File: src/port_status_pkg.sv
// Purpose: Constants and types for the port status page block
// Assumes: 100 MHz clock, registers reached over classic Wishbone
// Notes: Bit 0 of a PHY register is its MSB; fields are placed accordingly
package port_status_pkg;

  // ----------------------------------------
  // Clock and debounce timing
  // ----------------------------------------
  localparam int unsigned CLK_HZ = 100_000_000;
  localparam int unsigned CON_DEBOUNCE_MS = 341;
  localparam int unsigned BIAS_DEBOUNCE_US = 52;
  localparam int unsigned CON_DEBOUNCE_CYC = CON_DEBOUNCE_MS * (CLK_HZ / 1000);
  localparam int unsigned BIAS_DEBOUNCE_CYC = BIAS_DEBOUNCE_US * (CLK_HZ / 1_000_000);
  localparam int unsigned CNT_W = 26;

  // ----------------------------------------
  // Register map (index, byte address = 4 * index)
  // ----------------------------------------
  localparam logic [3:0] IDX_BASE7 = 4'h7;
  localparam logic [3:0] IDX_LINE_STATE = 4'h8;
  localparam logic [3:0] IDX_PEER_FAULT = 4'h9;
  localparam logic [3:0] IDX_CTRL = 4'h0;
  localparam logic [2:0] PAGE_PORT_STATUS = 3'h0;
  localparam logic [3:0] PORT_LAST = 4'h0;

  // Base register 7 fields (reg bit n = data bit 7-n)
  localparam int unsigned B7_PAGE_LSB = 5;
  localparam int unsigned B7_PORT_LSB = 0;

  // Line/link state register data bit positions
  localparam int unsigned LS_TPA_LSB = 6;
  localparam int unsigned LS_TPB_LSB = 4;
  localparam int unsigned LS_CHILD = 3;
  localparam int unsigned LS_CON = 2;
  localparam int unsigned LS_BIAS = 1;
  localparam int unsigned LS_DIS = 0;

  // Peer/fault register data bit positions
  localparam int unsigned PF_RATE_LSB = 5;
  localparam int unsigned PF_INT_EN = 4;
  localparam int unsigned PF_FAULT = 3;

  // Control register data bit positions
  localparam int unsigned CT_EVENT = 0;

  // ----------------------------------------
  // Encodings
  // ----------------------------------------
  localparam logic [1:0] LINE_INVALID = 2'h0;
  localparam logic [2:0] RATE_S400 = 3'h2;

  typedef enum logic [1:0] {
    ST_IDLE,
    ST_ACK
  } bus_state_t;

endpackage : port_status_pkg

File: src/phy_port_status_page.sv
// Purpose: Port status page (page 0) of a cable PHY register file
// Assumes: Line and port status inputs are asynchronous pins
// Notes: One cycle wait state on every Wishbone access
module phy_port_status_page (
  input wire logic clk_i,
  input wire logic rst_i,
  input wire logic wb_cyc_i,
  input wire logic wb_stb_i,
  input wire logic wb_we_i,
  input wire logic [5:0] wb_adr_i,
  input wire logic [31:0] wb_dat_i,
  input wire logic [3:0] wb_sel_i,
  output logic [31:0] wb_dat_o,
  output logic wb_ack_o,
  input wire logic [1:0] tpa_line_state_i,
  input wire logic [1:0] tpb_line_state_i,
  input wire logic child_i,
  input wire logic connect_raw_i,
  input wire logic bias_raw_i,
  input wire logic [2:0] peer_rate_i,
  input wire logic bus_reset_i,
  input wire logic tree_id_done_i,
  input wire logic self_id_done_i,
  input wire logic resuming_i,
  input wire logic suspending_i,
  output logic port_disable_o,
  output logic port_suspend_hold_o,
  output logic port_event_o
);

  // ----------------------------------------
  // Synchroniser bit positions
  // ----------------------------------------
  localparam int unsigned SY_SUS = 0;
  localparam int unsigned SY_RES = 1;
  localparam int unsigned SY_RATE_LSB = 2;
  localparam int unsigned SY_BIAS = 5;
  localparam int unsigned SY_CON = 6;
  localparam int unsigned SY_CHILD = 7;
  localparam int unsigned SY_TPB_LSB = 8;
  localparam int unsigned SY_TPA_LSB = 10;
  localparam int unsigned SYNC_W = 12;
  localparam int unsigned SYNC_LAST = 2;
  localparam int unsigned CW = port_status_pkg::CNT_W;

  // ----------------------------------------
  // State
  // ----------------------------------------
  typedef struct packed {
    logic [SYNC_LAST:0][SYNC_W-1:0] sync;
    logic [CW-1:0] con_cnt;
    logic [CW-1:0] bias_cnt;
    logic con;
    logic bias;
    logic dis;
    logic int_en;
    logic fault;
    logic port_event;
    logic tree_ok;
    logic self_ok;
    logic [2:0] page;
    logic [3:0] port;
    logic [3:0] snap;
    port_status_pkg::bus_state_t bst;
    logic [31:0] rdata;
    logic ack;
  } state_t;

  state_t q, d;

  localparam logic [CW-1:0] CON_MAX = CW'(port_status_pkg::CON_DEBOUNCE_CYC);
  localparam logic [CW-1:0] BIAS_MAX = CW'(port_status_pkg::BIAS_DEBOUNCE_CYC);
  localparam logic [CW-1:0] CON_LAST = CON_MAX - CW'(1);
  localparam logic [CW-1:0] BIAS_LAST = BIAS_MAX - CW'(1);

  logic [SYNC_W-1:0] raw;
  logic [SYNC_W-1:0] s2;
  logic [SYNC_W-1:0] s3;
  logic [SYNC_W-1:0] agree;
  logic con_seen;
  logic bias_seen;
  logic resume_seen;
  logic suspend_seen;
  logic [1:0] tpa_raw;
  logic [1:0] tpb_raw;
  logic child_raw;
  logic [2:0] rate_raw;
  logic rate_bad;
  logic take;
  logic wr_take;
  logic page_port_ok;
  logic base7_wr;
  logic line_wr;
  logic peer_wr;
  logic ctrl_wr;
  logic fault_clr;
  logic event_clr;
  logic port_ok;
  logic page0;
  logic [3:0] idx;
  logic req;
  logic [7:0] line_reg;
  logic [7:0] peer_reg;
  logic [7:0] rd_byte;
  logic [7:0] wbyte;
  logic child_v;
  logic [2:0] rate_v;
  logic [1:0] tpa_v;
  logic [1:0] tpb_v;
  logic resume_flt;
  logic suspend_flt;

  // ----------------------------------------
  // Pin capture
  // ----------------------------------------
  assign raw = {tpa_line_state_i, tpb_line_state_i, child_i, connect_raw_i,
                bias_raw_i, peer_rate_i, resuming_i, suspending_i};
  assign s2 = q.sync[SYNC_LAST-1];
  assign s3 = q.sync[SYNC_LAST];

  // Stages two and three agree, bit by bit
  for (genvar gi = 0; gi < SYNC_W; gi++) begin : g_agree
    assign agree[gi] = (s2[gi] == s3[gi]);
  end

  assign con_seen = s3[SY_CON];
  assign bias_seen = s3[SY_BIAS];
  assign resume_seen = s3[SY_RES] && agree[SY_RES];
  assign suspend_seen = s3[SY_SUS] && agree[SY_SUS];
  assign tpa_raw = s3[SY_TPA_LSB +: 2];
  assign tpb_raw = s3[SY_TPB_LSB +: 2];
  assign child_raw = s3[SY_CHILD];
  assign rate_raw = s3[SY_RATE_LSB +: 3];
  assign rate_bad = (rate_raw > port_status_pkg::RATE_S400);

  // ----------------------------------------
  // Access decode
  // ----------------------------------------
  assign take = req && (q.bst == port_status_pkg::ST_IDLE);
  assign wr_take = take && wb_we_i && wb_sel_i[0];
  assign page_port_ok = page0 && port_ok;
  assign base7_wr = wr_take && (idx == port_status_pkg::IDX_BASE7);
  assign line_wr = wr_take && page_port_ok && (idx == port_status_pkg::IDX_LINE_STATE);
  assign peer_wr = wr_take && page_port_ok && (idx == port_status_pkg::IDX_PEER_FAULT);
  assign ctrl_wr = wr_take && (idx == port_status_pkg::IDX_CTRL);
  assign fault_clr = peer_wr && wbyte[port_status_pkg::PF_FAULT];
  assign event_clr = ctrl_wr && wbyte[port_status_pkg::CT_EVENT];

  // ----------------------------------------
  // Next state
  // ----------------------------------------
  always_comb begin
    d = q;
    // Three-stage synchroniser; a connection, bias, resume or suspend change counts when stages two and three agree
    d.sync[0] = raw;
    d.sync[1] = q.sync[0];
    d.sync[2] = q.sync[1];

    // ----------------------------------------
    // Connection debounce
    // ----------------------------------------
    if (agree[SY_CON] && (con_seen != q.con)) begin
      if (q.con_cnt >= CON_LAST) begin
        d.con = con_seen;
        d.con_cnt = '0;
      end else begin
        d.con_cnt = q.con_cnt + 1'b1;
      end
    end else begin
      d.con_cnt = '0;
    end

    // Bias debounce
    if (agree[SY_BIAS] && (bias_seen != q.bias)) begin
      if (q.bias_cnt >= BIAS_LAST) begin
        d.bias = bias_seen;
        d.bias_cnt = '0;
      end else begin
        d.bias_cnt = q.bias_cnt + 1'b1;
      end
    end else begin
      d.bias_cnt = '0;
    end

    // ----------------------------------------
    // Bus reset invalidates tree and self-ID derived status only
    // ----------------------------------------
    if (bus_reset_i) begin
      d.tree_ok = 1'b0;
      d.self_ok = 1'b0;
    end else begin
      if (tree_id_done_i) begin
        d.tree_ok = 1'b1;
      end
      if (self_id_done_i) begin
        d.self_ok = 1'b1;
      end
    end

    // ----------------------------------------
    // Bus access
    // ----------------------------------------
    d.ack = 1'b0;
    case (q.bst)
      port_status_pkg::ST_IDLE: begin
        if (req) begin
          d.bst = port_status_pkg::ST_ACK;
          d.ack = 1'b1;
          d.rdata = {24'h000000, rd_byte};
          if (base7_wr) begin
            d.page = wbyte[port_status_pkg::B7_PAGE_LSB +: 3];
            d.port = wbyte[port_status_pkg::B7_PORT_LSB +: 4];
          end
          if (line_wr) begin
            d.dis = wbyte[port_status_pkg::LS_DIS];
          end
          if (peer_wr) begin
            d.int_en = wbyte[port_status_pkg::PF_INT_EN];
          end
          if (event_clr) begin
            d.port_event = 1'b0;
          end
        end
      end
      port_status_pkg::ST_ACK: begin
        d.bst = port_status_pkg::ST_IDLE;
      end
      default: begin
        d.bst = port_status_pkg::ST_IDLE;
      end
    endcase

    // Fault: set wins over a write-1 clear
    if (fault_clr) begin
      d.fault = 1'b0;
    end
    if (resume_flt || suspend_flt) begin
      d.fault = 1'b1;
    end

    // Port change on any watched bit change; set wins over clear
    d.snap = {d.bias, d.con, d.dis, d.fault};
    if (q.int_en && (d.snap != q.snap)) begin
      d.port_event = 1'b1;
    end
  end

  // ----------------------------------------
  // Decode and fault conditions
  // ----------------------------------------
  assign idx = wb_adr_i[5:2];
  assign wbyte = wb_dat_i[7:0];
  assign req = wb_cyc_i && wb_stb_i;
  assign page0 = (q.page == port_status_pkg::PAGE_PORT_STATUS);
  assign port_ok = (q.port <= port_status_pkg::PORT_LAST);
  assign resume_flt = resume_seen && !q.bias;
  assign suspend_flt = suspend_seen && q.bias;

  // ----------------------------------------
  // Reported fields
  // ----------------------------------------
  always_comb begin
    // Idle or invalid ports report as child
    if (!q.con || q.dis || q.fault || !q.tree_ok) begin
      child_v = 1'b1;
    end else begin
      child_v = child_raw;
    end
    // Disabled port shows invalid line state
    if (q.dis) begin
      tpa_v = port_status_pkg::LINE_INVALID;
      tpb_v = port_status_pkg::LINE_INVALID;
    end else begin
      tpa_v = tpa_raw;
      tpb_v = tpb_raw;
    end
    // Above S400 or before self-ID: first invalid code
    if (rate_bad || !q.self_ok) begin
      rate_v = port_status_pkg::RATE_S400 + 3'h1;
    end else begin
      rate_v = rate_raw;
    end
  end

  // ----------------------------------------
  // Register images and read mux
  // ----------------------------------------
  always_comb begin
    line_reg = 8'h00;
    line_reg[port_status_pkg::LS_TPA_LSB +: 2] = tpa_v;
    line_reg[port_status_pkg::LS_TPB_LSB +: 2] = tpb_v;
    line_reg[port_status_pkg::LS_CHILD] = child_v;
    line_reg[port_status_pkg::LS_CON] = q.con;
    line_reg[port_status_pkg::LS_BIAS] = q.bias;
    line_reg[port_status_pkg::LS_DIS] = q.dis;
  end

  always_comb begin
    peer_reg = 8'h00;
    peer_reg[port_status_pkg::PF_RATE_LSB +: 3] = rate_v;
    peer_reg[port_status_pkg::PF_INT_EN] = q.int_en;
    peer_reg[port_status_pkg::PF_FAULT] = q.fault;
    rd_byte = 8'h00;
    case (idx)
      port_status_pkg::IDX_BASE7: begin
        rd_byte[port_status_pkg::B7_PAGE_LSB +: 3] = q.page;
        rd_byte[port_status_pkg::B7_PORT_LSB +: 4] = q.port;
      end
      port_status_pkg::IDX_CTRL: begin
        rd_byte[port_status_pkg::CT_EVENT] = q.port_event;
      end
      port_status_pkg::IDX_LINE_STATE: begin
        if (page_port_ok) begin
          rd_byte = line_reg;
        end
      end
      port_status_pkg::IDX_PEER_FAULT: begin
        if (page_port_ok) begin
          rd_byte = peer_reg;
        end
      end
      default: begin
        rd_byte = 8'h00;
      end
    endcase
  end

  // ----------------------------------------
  // Registers
  // ----------------------------------------
  always_ff @(posedge clk_i) begin
    if (rst_i) begin
      q <= '0;
    end else begin
      q <= d;
    end
  end

  // ----------------------------------------
  // Outputs, straight from the state register
  // ----------------------------------------
  assign wb_dat_o = q.rdata;
  assign wb_ack_o = q.ack;
  assign port_disable_o = q.dis;
  assign port_suspend_hold_o = q.fault;
  assign port_event_o = q.port_event;

endmodule : phy_port_status_page

File: config.mk
export PLATFORM = sky130hd
export DESIGN_NAME = phy_port_status_page
export DESIGN_NICKNAME = d
export VERILOG_FILES = /design/src/port_status_pkg.sv /design/src/phy_port_status_page.sv
export SDC_FILE = /design/constraint.sdc
export NUM_CORES = 1
export LEC_CHECK = 0
export BUFFER_PORTS_ARGS = -buffer_cell sky130_fd_sc_hd__buf_2
export CAP_MARGIN = 20
export CORE_UTILIZATION = 49
export DETAILED_ROUTE_END_ITERATION = 6
export PLACE_DENSITY = 0.74
export SYNTH_ARGS = -nofsm -noshare
export SYNTH_HDL_FRONTEND = slang
export SYNTH_SLANG_ARGS = --single-unit
File: constraint.sdc
create_clock -name clk_i -period 2.1 [get_ports clk_i]
set_input_delay 0.105 -clock clk_i [delete_from_list [all_inputs] [get_ports clk_i]]
set_output_delay 0.105 -clock clk_i [all_outputs]
set_load 0.01 [all_outputs]
==> metrics.yaml, run 1 <==
totalWireLength_um: 8860
finalSetupViolations: 0
clockPowerShare_pct: 55.8
synth_cell_types: 57
synth_top_area_cell: "dfxtp_1"
p_per_area_mw_per_mm2: 954
top_register: "q"
std_cell_rows: 34
seqPwrFrac_pct: 40.8
netlist_instances: 465
core_area_mm2: 0.00885
p_int_uw: 4390
finalHoldViolCount: 0
synth_ff_type: "dfxtp_1"
nNetsFinal: 617
end_kind: "flip-flop"
ant_nets: 0
vias: 3437
ys_top_cells_by_area: "dfxtp_1 50%, buf_4 5.3%, nor2b_1 5.0%, nor2_1 4.8%, xor2_1 3.5%"
grt_use_total_pct: 19.4
drc: 10
multiInputGateArea_mm2: 0.00210
initial_core_util_pct: 51.2
drt_iter0_drc: 160
status: "finished with violations"
die_h_um: 98.1
p_total_uw: 5440
violations: "DRC"
io-pin-count: 98
largest_register_ff_count: 65
finalNonFillerCells: 673
finalClockSkew_ns: 0.00831
fill_cells: 662
path_max_fanout: 3
antenna_found_initial: 0
cp.arrival_ns: 2.36
clock_latency_ns: 0.51
rsz0062_at_grt: "no"
place_ws_ns: -0.0437
first_pass_iters: 6
worst_hold_slack_ns: 0.0459
yosysSeqAreaShare_pct: 49.9
gp_congestion: 0.865
syn_avg_cell_area_um2: 9.74
seq_area_mm2: 0.00226
slew_viol_final: 0
placed_cells: 619
async_flop_share_pct: 0
viasPerCell: 5.11
synth_warnings: 0
avgRoutedWirePerCell_um: 13.2
dpl.hpwl_um: 5890
cp-start-kind: "flip-flop"
drv_cap: 0
grt_max_degree: 34
dieArea_mm2: 0.00963
max_freq_mhz: 504
setup_slack_ns: 0.117
post-route-period-util_pct: 94.4
postCtsSetupBuffers: 0
cellLeakagePower_uw: 0.00222
clockBufferDepth: 2
netlist_area_mm2: 0.00453
synth_common_cells: "113 x dfxtp_1, 58 x nor2_1, 36 x nor2b_1"
area_growth_pct: 25.8
slew_headroom_pct: 60.3
drive_gt1_share_pct: 18.6
cts_tree: "built"
p_comb_share_pct: 3.5
n_antenna_cell: 0
cts_sinks: 113
crit_required_ns: 2.48
hp-class: "input port to flip-flop"
critPathKind: "flip-flop to flip-flop"
p_switching_uw: 1050
switching_share_pct: 19.4
numPortBuffers: 44
cts_max_level: 4
yosysMostFrequentCell: "dfxtp_1"
ys_ff_latch: 113
clock-root-buffer: "clkbuf_8"
postLayoutCoreUtil_pct: 64.4
cts.clk_slew.worst_paths_ns: 0.05
tightestPinTransition_ns: 0.591
first_global_vias: 3260
peakVddDrop_mv: 0.479
grt_pass1_wl_um: 14600
synth_top_area_share_pct: 49.9
die_width_um: 98.1
synth_edf_count: 0
numCtsBuffers: 17
grt-ovfl-total: 0
min_period_ns: 1.98
## power groups by stage
stage | combinational (uW) | sequential [uW] | clock, uW
detailed placement | 151 | 2260 | 0
CTS | 185 | 2220 | 3060
global placement | 148 | 2260 | 0
finish | 188 | 2220 | 3030
floorplan | 135 | 2250 | 0
global route | 209 | 2220 | 3160
## repair_timing
action,CTS,global route
resized for setup,2,2
endpoints found under the setup margin,1,5
endpoints found under the hold margin,25,0
hold buffers,23,0
pin swaps,0,6
## metal layers
metal | global-route usage, % | wire [um] | vias up
li1 | - | - | 1707
met1 | 22.8 | 3950 | 1610
met2 | 32.7 | 4270 | 107
met3 | 4.87 | 507 | 13
met4 | 9.99 | 129 | 0
met5 | 0 | 0 | -
## through the flow
step / TNS, ns / cell area (um^2)
final: 0 / 5700
after global routing: 0 / 5700
after CTS: 0 / 5690
after detailed placement: -0.0437 / 4810
after global placement: -0.0127 / 4810
after floorplan: 0 / 4660
## cells by family (layout without fill, tap and decap cells)
| logic type | after synthesis | in the layout | synth area share (%) |
|---|---|---|---|
| AOI/OAI and AO/OA | 50 | 50 | 8.45 |
| xor gates and xnor gates | 35 | 35 | 6.77 |
| adders and majority gates | 2 | 2 | 0.552 |
| buffers and inverters | 52 | 116 | 7.21 |
| DFF | 113 | 113 | 49.9 |
| muxes | 8 | 8 | 1.77 |
| other | 1 | 37 | 0.0828 |
| and+or+nand+nor | 204 | 204 | 25.2 |
## critical path, cell delays in order (launching register included)
cell and delay [ns]:
dfxtp_2 0.32, ha_2 0.18, a311o_1 0.29, a2111oi_4 0.31
o2111ai_2 0.21, a2111oi_2 0.41, a31oi_1 0.13
## final timing paths
path           from            to  slack, ns  cells past startpoint
max           q[54]  port_event_o       0.12                      6
min           rst_i         q[39]       0.05                      2
max reg2reg   q[54]  port_event_o       0.12                      6
min reg2reg  d[121]         s2[3]       0.43                      1
## cells in the final DEF, fill, tap and decap left out, types with 2 or more instances in the layout
master         count
and4_1             4
and3_1            12
nand4b_1           2
nand2b_1           2
buf_2             44
clkinv_2           3
conb_1            37
inv_1              7
nor2b_1           36
nor3_1            14
dfxtp_1          112
buf_4             10
a21oi_1           11
nand2_1           15
and3b_1            3
nand4_1            8
nand3_1           23
a31oi_1            4
mux2i_1            8
clkbuf_16         16
nor2_2             2
nor4_1             6
xor2_1            18
a22oi_1            3
dlygate4sd3_1     23
or3_1              2
a2111oi_4          3
nor2_1            58
clkbuf_8           3
bufinv_16          5
o21ai_0           13
clkbuf_1           2
clkinv_4           2
nor2_4             8
a2bb2oi_1          2
xnor2_1           17
## layout make-up
| class | instances | area share, % |
|---|---|---|
| clock inverters | 10 | 3.21 |
| well taps | 108 | 2.37 |
| flip-flops and latches | 113 | 39.7 |
| clock buffers | 21 | 7.88 |
| repair buffers | 78 | 9.57 |
| multi-input cells | 336 | 36.8 |
| inverters | 7 | 0.461 |
Power figures use the tool's default switching activity.
==> run 2, diff against run 1 <==
ABC_AREA = 1   (was unset)
PLACE_DENSITY = 0.73   (was 0.74)
==> metrics.yaml, run 2 <==
drive_gt1_share_pct: 14.3
tightestPinTransition_ns: 0.518
numPortBuffers: 44
first_pass_iters: 4
p_total_uw: 5360
async_flop_share_pct: 0
cts.clk_slew.worst_paths_ns: 0.06
antenna_found_initial: 0
synth_top_area_share_pct: 47.4
synth_ff_type: "dfxtp_1"
drc: 0
switching_share_pct: 22.9
clockPowerShare_pct: 54.6
numCtsBuffers: 17
cts_sinks: 113
fin_area_mm2: 0.00595
status: "complete, no violations"
synth_cell_types: 42
drv_cap: 0
cts_tree: "built"
layout_commonest_cell: "nor2_1"
area_growth_pct: 24.7
std_cell_rows: 35
clock-root-buffer: "clkbuf_8"
synth_common_cells: "115 x nor2_1, 113 x dfxtp_1, 99 x inv_1"
p_switching_uw: 1220
dieArea_mm2: 0.0101
seq_area_mm2: 0.00226
p_int_uw: 4140
cp.arrival_ns: 2.27
gp_congestion: 0.905
place_ws_ns: 0.324
clockBufferDepth: 2
clock_latency_ns: 0.51
p_comb_share_pct: 4.0
critPathKind: "flip-flop to flip-flop"
viasPerCell: 4.64
drt_iter0_drc: 229
setup_slack_ns: 0.282
cp-start-kind: "flip-flop"
peakVddDrop_mv: 0.558
nNetsFinal: 784
ant_nets: 0
die_width_um: 101
die_h_um: 101
crit_required_ns: 2.55
syn_avg_cell_area_um2: 7.57
grt-ovfl-total: 0
finalSetupViolations: 0
post-route-period-util_pct: 86.6
min_period_ns: 1.82
yosysSeqAreaShare_pct: 47.4
n_antenna_cell: 0
initial_core_util_pct: 51.1
end_kind: "flip-flop"
cts_max_level: 4
postLayoutCoreUtil_pct: 63.8
ys_ff_latch: 113
cts_resized: 0
slew_headroom_pct: 65.4
finalClockSkew_ns: 0.0130
fill_cells: 792
dpl.hpwl_um: 6130
final_cell_mix: "115 x nor2_1, 113 x dfxtp_1, 99 x inv_1"
p_per_area_mw_per_mm2: 901
finalHoldViolCount: 0
synth_edf_count: 0
netlist_area_mm2: 0.00477
tns_ns: 0
synth_top_area_cell: "dfxtp_1"
netlist_instances: 630
grt_pass1_wl_um: 16000
seqPwrFrac_pct: 41.4
top_register: "q"
grt_max_degree: 29
vias: 4001
grt_use_total_pct: 20.1
avgRoutedWirePerCell_um: 10.6
multiInputGateArea_mm2: 0.00196
placed_area_mm2: 0.00503
cellLeakagePower_uw: 0.00263
hp-class: "input port to flip-flop"
largest_register_ff_count: 65
synth_warnings: 0
ys_top_cells_by_area: "dfxtp_1 47%, nor2_1 9.0%, inv_1 7.8%, nand2_1 6.5%, buf_4 5.0%"
max_freq_mhz: 550
slew_viol_final: 0
core_area_mm2: 0.00933
io-pin-count: 98
first_global_vias: 3823
totalWireLength_um: 9170
path_max_fanout: 8
yosysMostFrequentCell: "nor2_1"
rsz0062_at_grt: "no"
==> run 2: layout make-up <==
cell class	instances	share of cell area, %
Clock buffer	17	6.96
Clock inverter	15	3.28
Inverter	106	6.69
Multi-Input combinational cell	403	32.9
Sequential cell	113	38.0
Tap cell	129	2.71
Timing Repair Buffer	79	9.43
==> run 2: through the flow <==
stage / std cells / hold WS (ns)
2_1_floorplan: 666 / 0.212
3_3_place_gp: 799 / 0.306
3_5_place_dp: 799 / 0.314
4_1_cts: 862 / 0.00442
5_1_grt: 862 / 0.0556
6_report: 862 / 0.0271
==> run 2: power by group through the flow <==
stage	Clock, uW	Combinational, uW	Sequential [uW]
floorplan	0	151	2260
global placement	0	165	2260
detailed placement	0	169	2260
CTS	2980	212	2220
global route	3090	247	2220
finish	2930	216	2220
==> run 2: layer usage <==
layer  GRT usage, %  routed length, um  vias up
li1               -                  -     2082
met1           23.0               3960     1795
met5              0                  0        -
met2           35.0               4590      108
met4           7.69                150        0
met3           6.52                468       16
==> run 2: cell families (layout without fill, tap and decap cells) <==
kind of cell | Yosys count | count (layout) | synth area share [%]
simple gates | 284 | 284 | 27.1
compound gates | 62 | 62 | 7.19
fa+ha+maj | 2 | 2 | 0.524
xor+xnor | 18 | 18 | 3.30
other cells | 1 | 37 | 0.0786
flops | 113 | 113 | 47.4
buf+inv | 150 | 217 | 14.4
==> run 2: final timing paths <==
path	to	slack, ns	startpoint	depth (start not counted)
worst min-delay path	wb_dat_o[2]	0.03	wb_stb_i	4
worst max-delay path	q[33]	0.28	q[33]	5
worst max register to register	q[33]	0.28	q[33]	5
worst min register to register	s2[4]	0.40	d[122]	2
==> run 2: critical path: stages (launching register included) <==
cell	delay (ns)
dfxtp_1	0.31
inv_1	0.06
nand3_2	0.14
dlygate4sd3_1	0.62
nor2_1	0.09
dlygate4sd3_1	0.55
==> run 2: what timing repair did <==
| action | in CTS | in global routing |
|---|---|---|
| setup endpoints to repair | 0 | 0 |
| hold buffers | 31 | 0 |
| hold endpoints to repair | 33 | 0 |
| setup buffers | 0 | 0 |
==> run 3, diff against run 2 <==
PLACE_DENSITY = unset   (was 0.73)
PLACE_DENSITY_LB_ADDON = 0.25   (was unset)
==> metrics.yaml, run 3 (synthesized netlist as in run 2, its figures left out) <==
status: "complete, no violations"
cpMaxStageDelayCell: "dfxtp_1"
core_area_mm2: 0.00933
p_int_uw: 3890
rsz0062_at_grt: "no"
dieArea_mm2: 0.0101
cts_sinks: 113
gp_congestion: 0.905
p_comb_share_pct: 4.2
reg2reg_from: "q[80]"
path_max_fanout: 5
clockBufferDepth: 2
nNetsFinal: 784
slew_headroom_pct: 65.9
viasPerCell: 4.61
grt_use_total_pct: 20.3
postCtsSetupBuffers: 0
fill_cells: 789
first_pass_iters: 5
vias: 3976
grt_max_degree: 43
std_cell_rows: 35
rr_endpoint: "q[98]"
cp.arrival_ns: 2.19
grt-ovfl-total: 0
finalHoldViolCount: 0
postLayoutCoreUtil_pct: 63.3
layout_commonest_cell: "nor2_1"
max_freq_mhz: 558
grt_pass1_wl_um: 15900
first_global_vias: 3681
area_growth_pct: 23.7
tightestPinTransition_ns: 0.510
min_period_ns: 1.79
totalWireLength_um: 9360
crit_start: "q[80]"
drv_cap: 0
min_from: "wb_we_i"
cts_max_level: 4
hp-class: "input port to flip-flop"
cp-start-kind: "flip-flop"
initial_core_util_pct: 51.1
whs_path_depth: 5
r2r_setup_slack_ns: 0.31
p_switching_uw: 1250
cts.clk_slew.worst_paths_ns: 0.06
seqPwrFrac_pct: 43.1
antenna_found_initial: 0
cp_top_family: "simple AND/OR/NAND/NOR gates"
fin_area_mm2: 0.00590
drc: 0
cts_resized: 0
die_h_um: 101
drive_gt1_share_pct: 14.3
cts_tree: "built"
io-pin-count: 98
cellLeakagePower_uw: 0.00260
path_buf_inv: 0
clock-root-buffer: "clkbuf_8"
hold_end: "peer_reg[4]"
p_total_uw: 5140
worst_hold_slack_ns: 0.0499
avgRoutedWirePerCell_um: 10.9
drt_iter0_drc: 188
post-route-period-util_pct: 85.4
die_width_um: 101
ant_nets: 0
critical-path-max-stage-delay_ns: 0.37
end_kind: "flip-flop"
n_antenna_cell: 0
final_cell_mix: "115 x nor2_1, 113 x dfxtp_1, 99 x inv_1"
numCtsBuffers: 17
dpl.hpwl_um: 6040
clockPowerShare_pct: 52.6
placed_area_mm2: 0.00503
reg2reg_depth: 10
slew_viol_final: 0
p_per_area_mw_per_mm2: 871
largest_register_ff_count: 65
critPathKind: "flip-flop to flip-flop"
clock_latency_ns: 0.51
finalSetupViolations: 0
path_cells: "ha_1 > nand2_1 > nor2_2 > nand2_1 > nor2_1 > nand3_1 > nor2_1 > nand3_1 > nor2_1 > nor3b_2"
finalClockSkew_ns: 0.00772
tns_ns: 0
peakVddDrop_mv: 0.852
numPortBuffers: 44
crit_required_ns: 2.49
switching_share_pct: 24.2
path_common_cell: "nor2_1"
top_register: "q"
==> run 3: power by group through the flow <==
stage | Sequential, uW | Combinational, uW | Clock, uW
floorplan | 2260 | 151 | 0
detailed placement | 2260 | 169 | 0
global route | 2220 | 249 | 2880
global placement | 2260 | 165 | 0
finish | 2220 | 218 | 2710
CTS | 2220 | 213 | 2760
==> run 3: worst reg2reg max path, stage by stage, from the launching register on <==
cell and delay [ns]:
dfxtp_1 0.37, ha_1 0.21, nand2_1 0.08, nor2_2 0.16, nand2_1 0.16, nor2_1 0.12, nand3_1 0.13, nor2_1 0.16
nand3_1 0.11, nor2_1 0.13, nor3b_2 0.05
==> run 3: worst max-delay path by stage <==
stage / cells past startpoint / endpoint
6_report: 10 / q[98]
5_1_grt: 10 / q[98]
2_1_floorplan: 10 / q[98]
3_5_place_dp: 10 / q[98]
3_3_place_gp: 10 / q[98]
4_1_cts: 10 / q[98]
==> run 3: final cells by class <==
class | count | area [um^2] | area share [%]
clock buffer | 17 | 414 | 7.02
clock inverter | 15 | 149 | 2.52
inverter | 106 | 398 | 6.74
multi-input combinational | 403 | 1960 | 33.1
sequential | 113 | 2260 | 38.3
tap | 129 | 161 | 2.74
timing repair buffer | 79 | 561 | 9.50
==> run 3: metal layers <==
layer,up-vias,wire length (um),global-route usage (%)
met5,-,0,0
met4,0,119,7.58
met3,14,496,5.96
met2,113,4480,34.5
met1,1772,4260,24.3
li1,2077,-,-
==> run 3: metrics by stage <==
step           worst slack [ns]  instances
6_report                  0.306        862
3_3_place_gp              0.365        799
3_5_place_dp              0.309        799
4_1_cts                   0.300        862
5_1_grt                  0.0419        862
2_1_floorplan             0.557        666
==> run 3: repair_timing <==
| action | 4_1_cts | 5_1_grt |
|---|---|---|
| endpoints found under the hold margin | 30 | 0 |
| hold buffers | 31 | 0 |
| endpoints found under the setup margin | 0 | 0 |
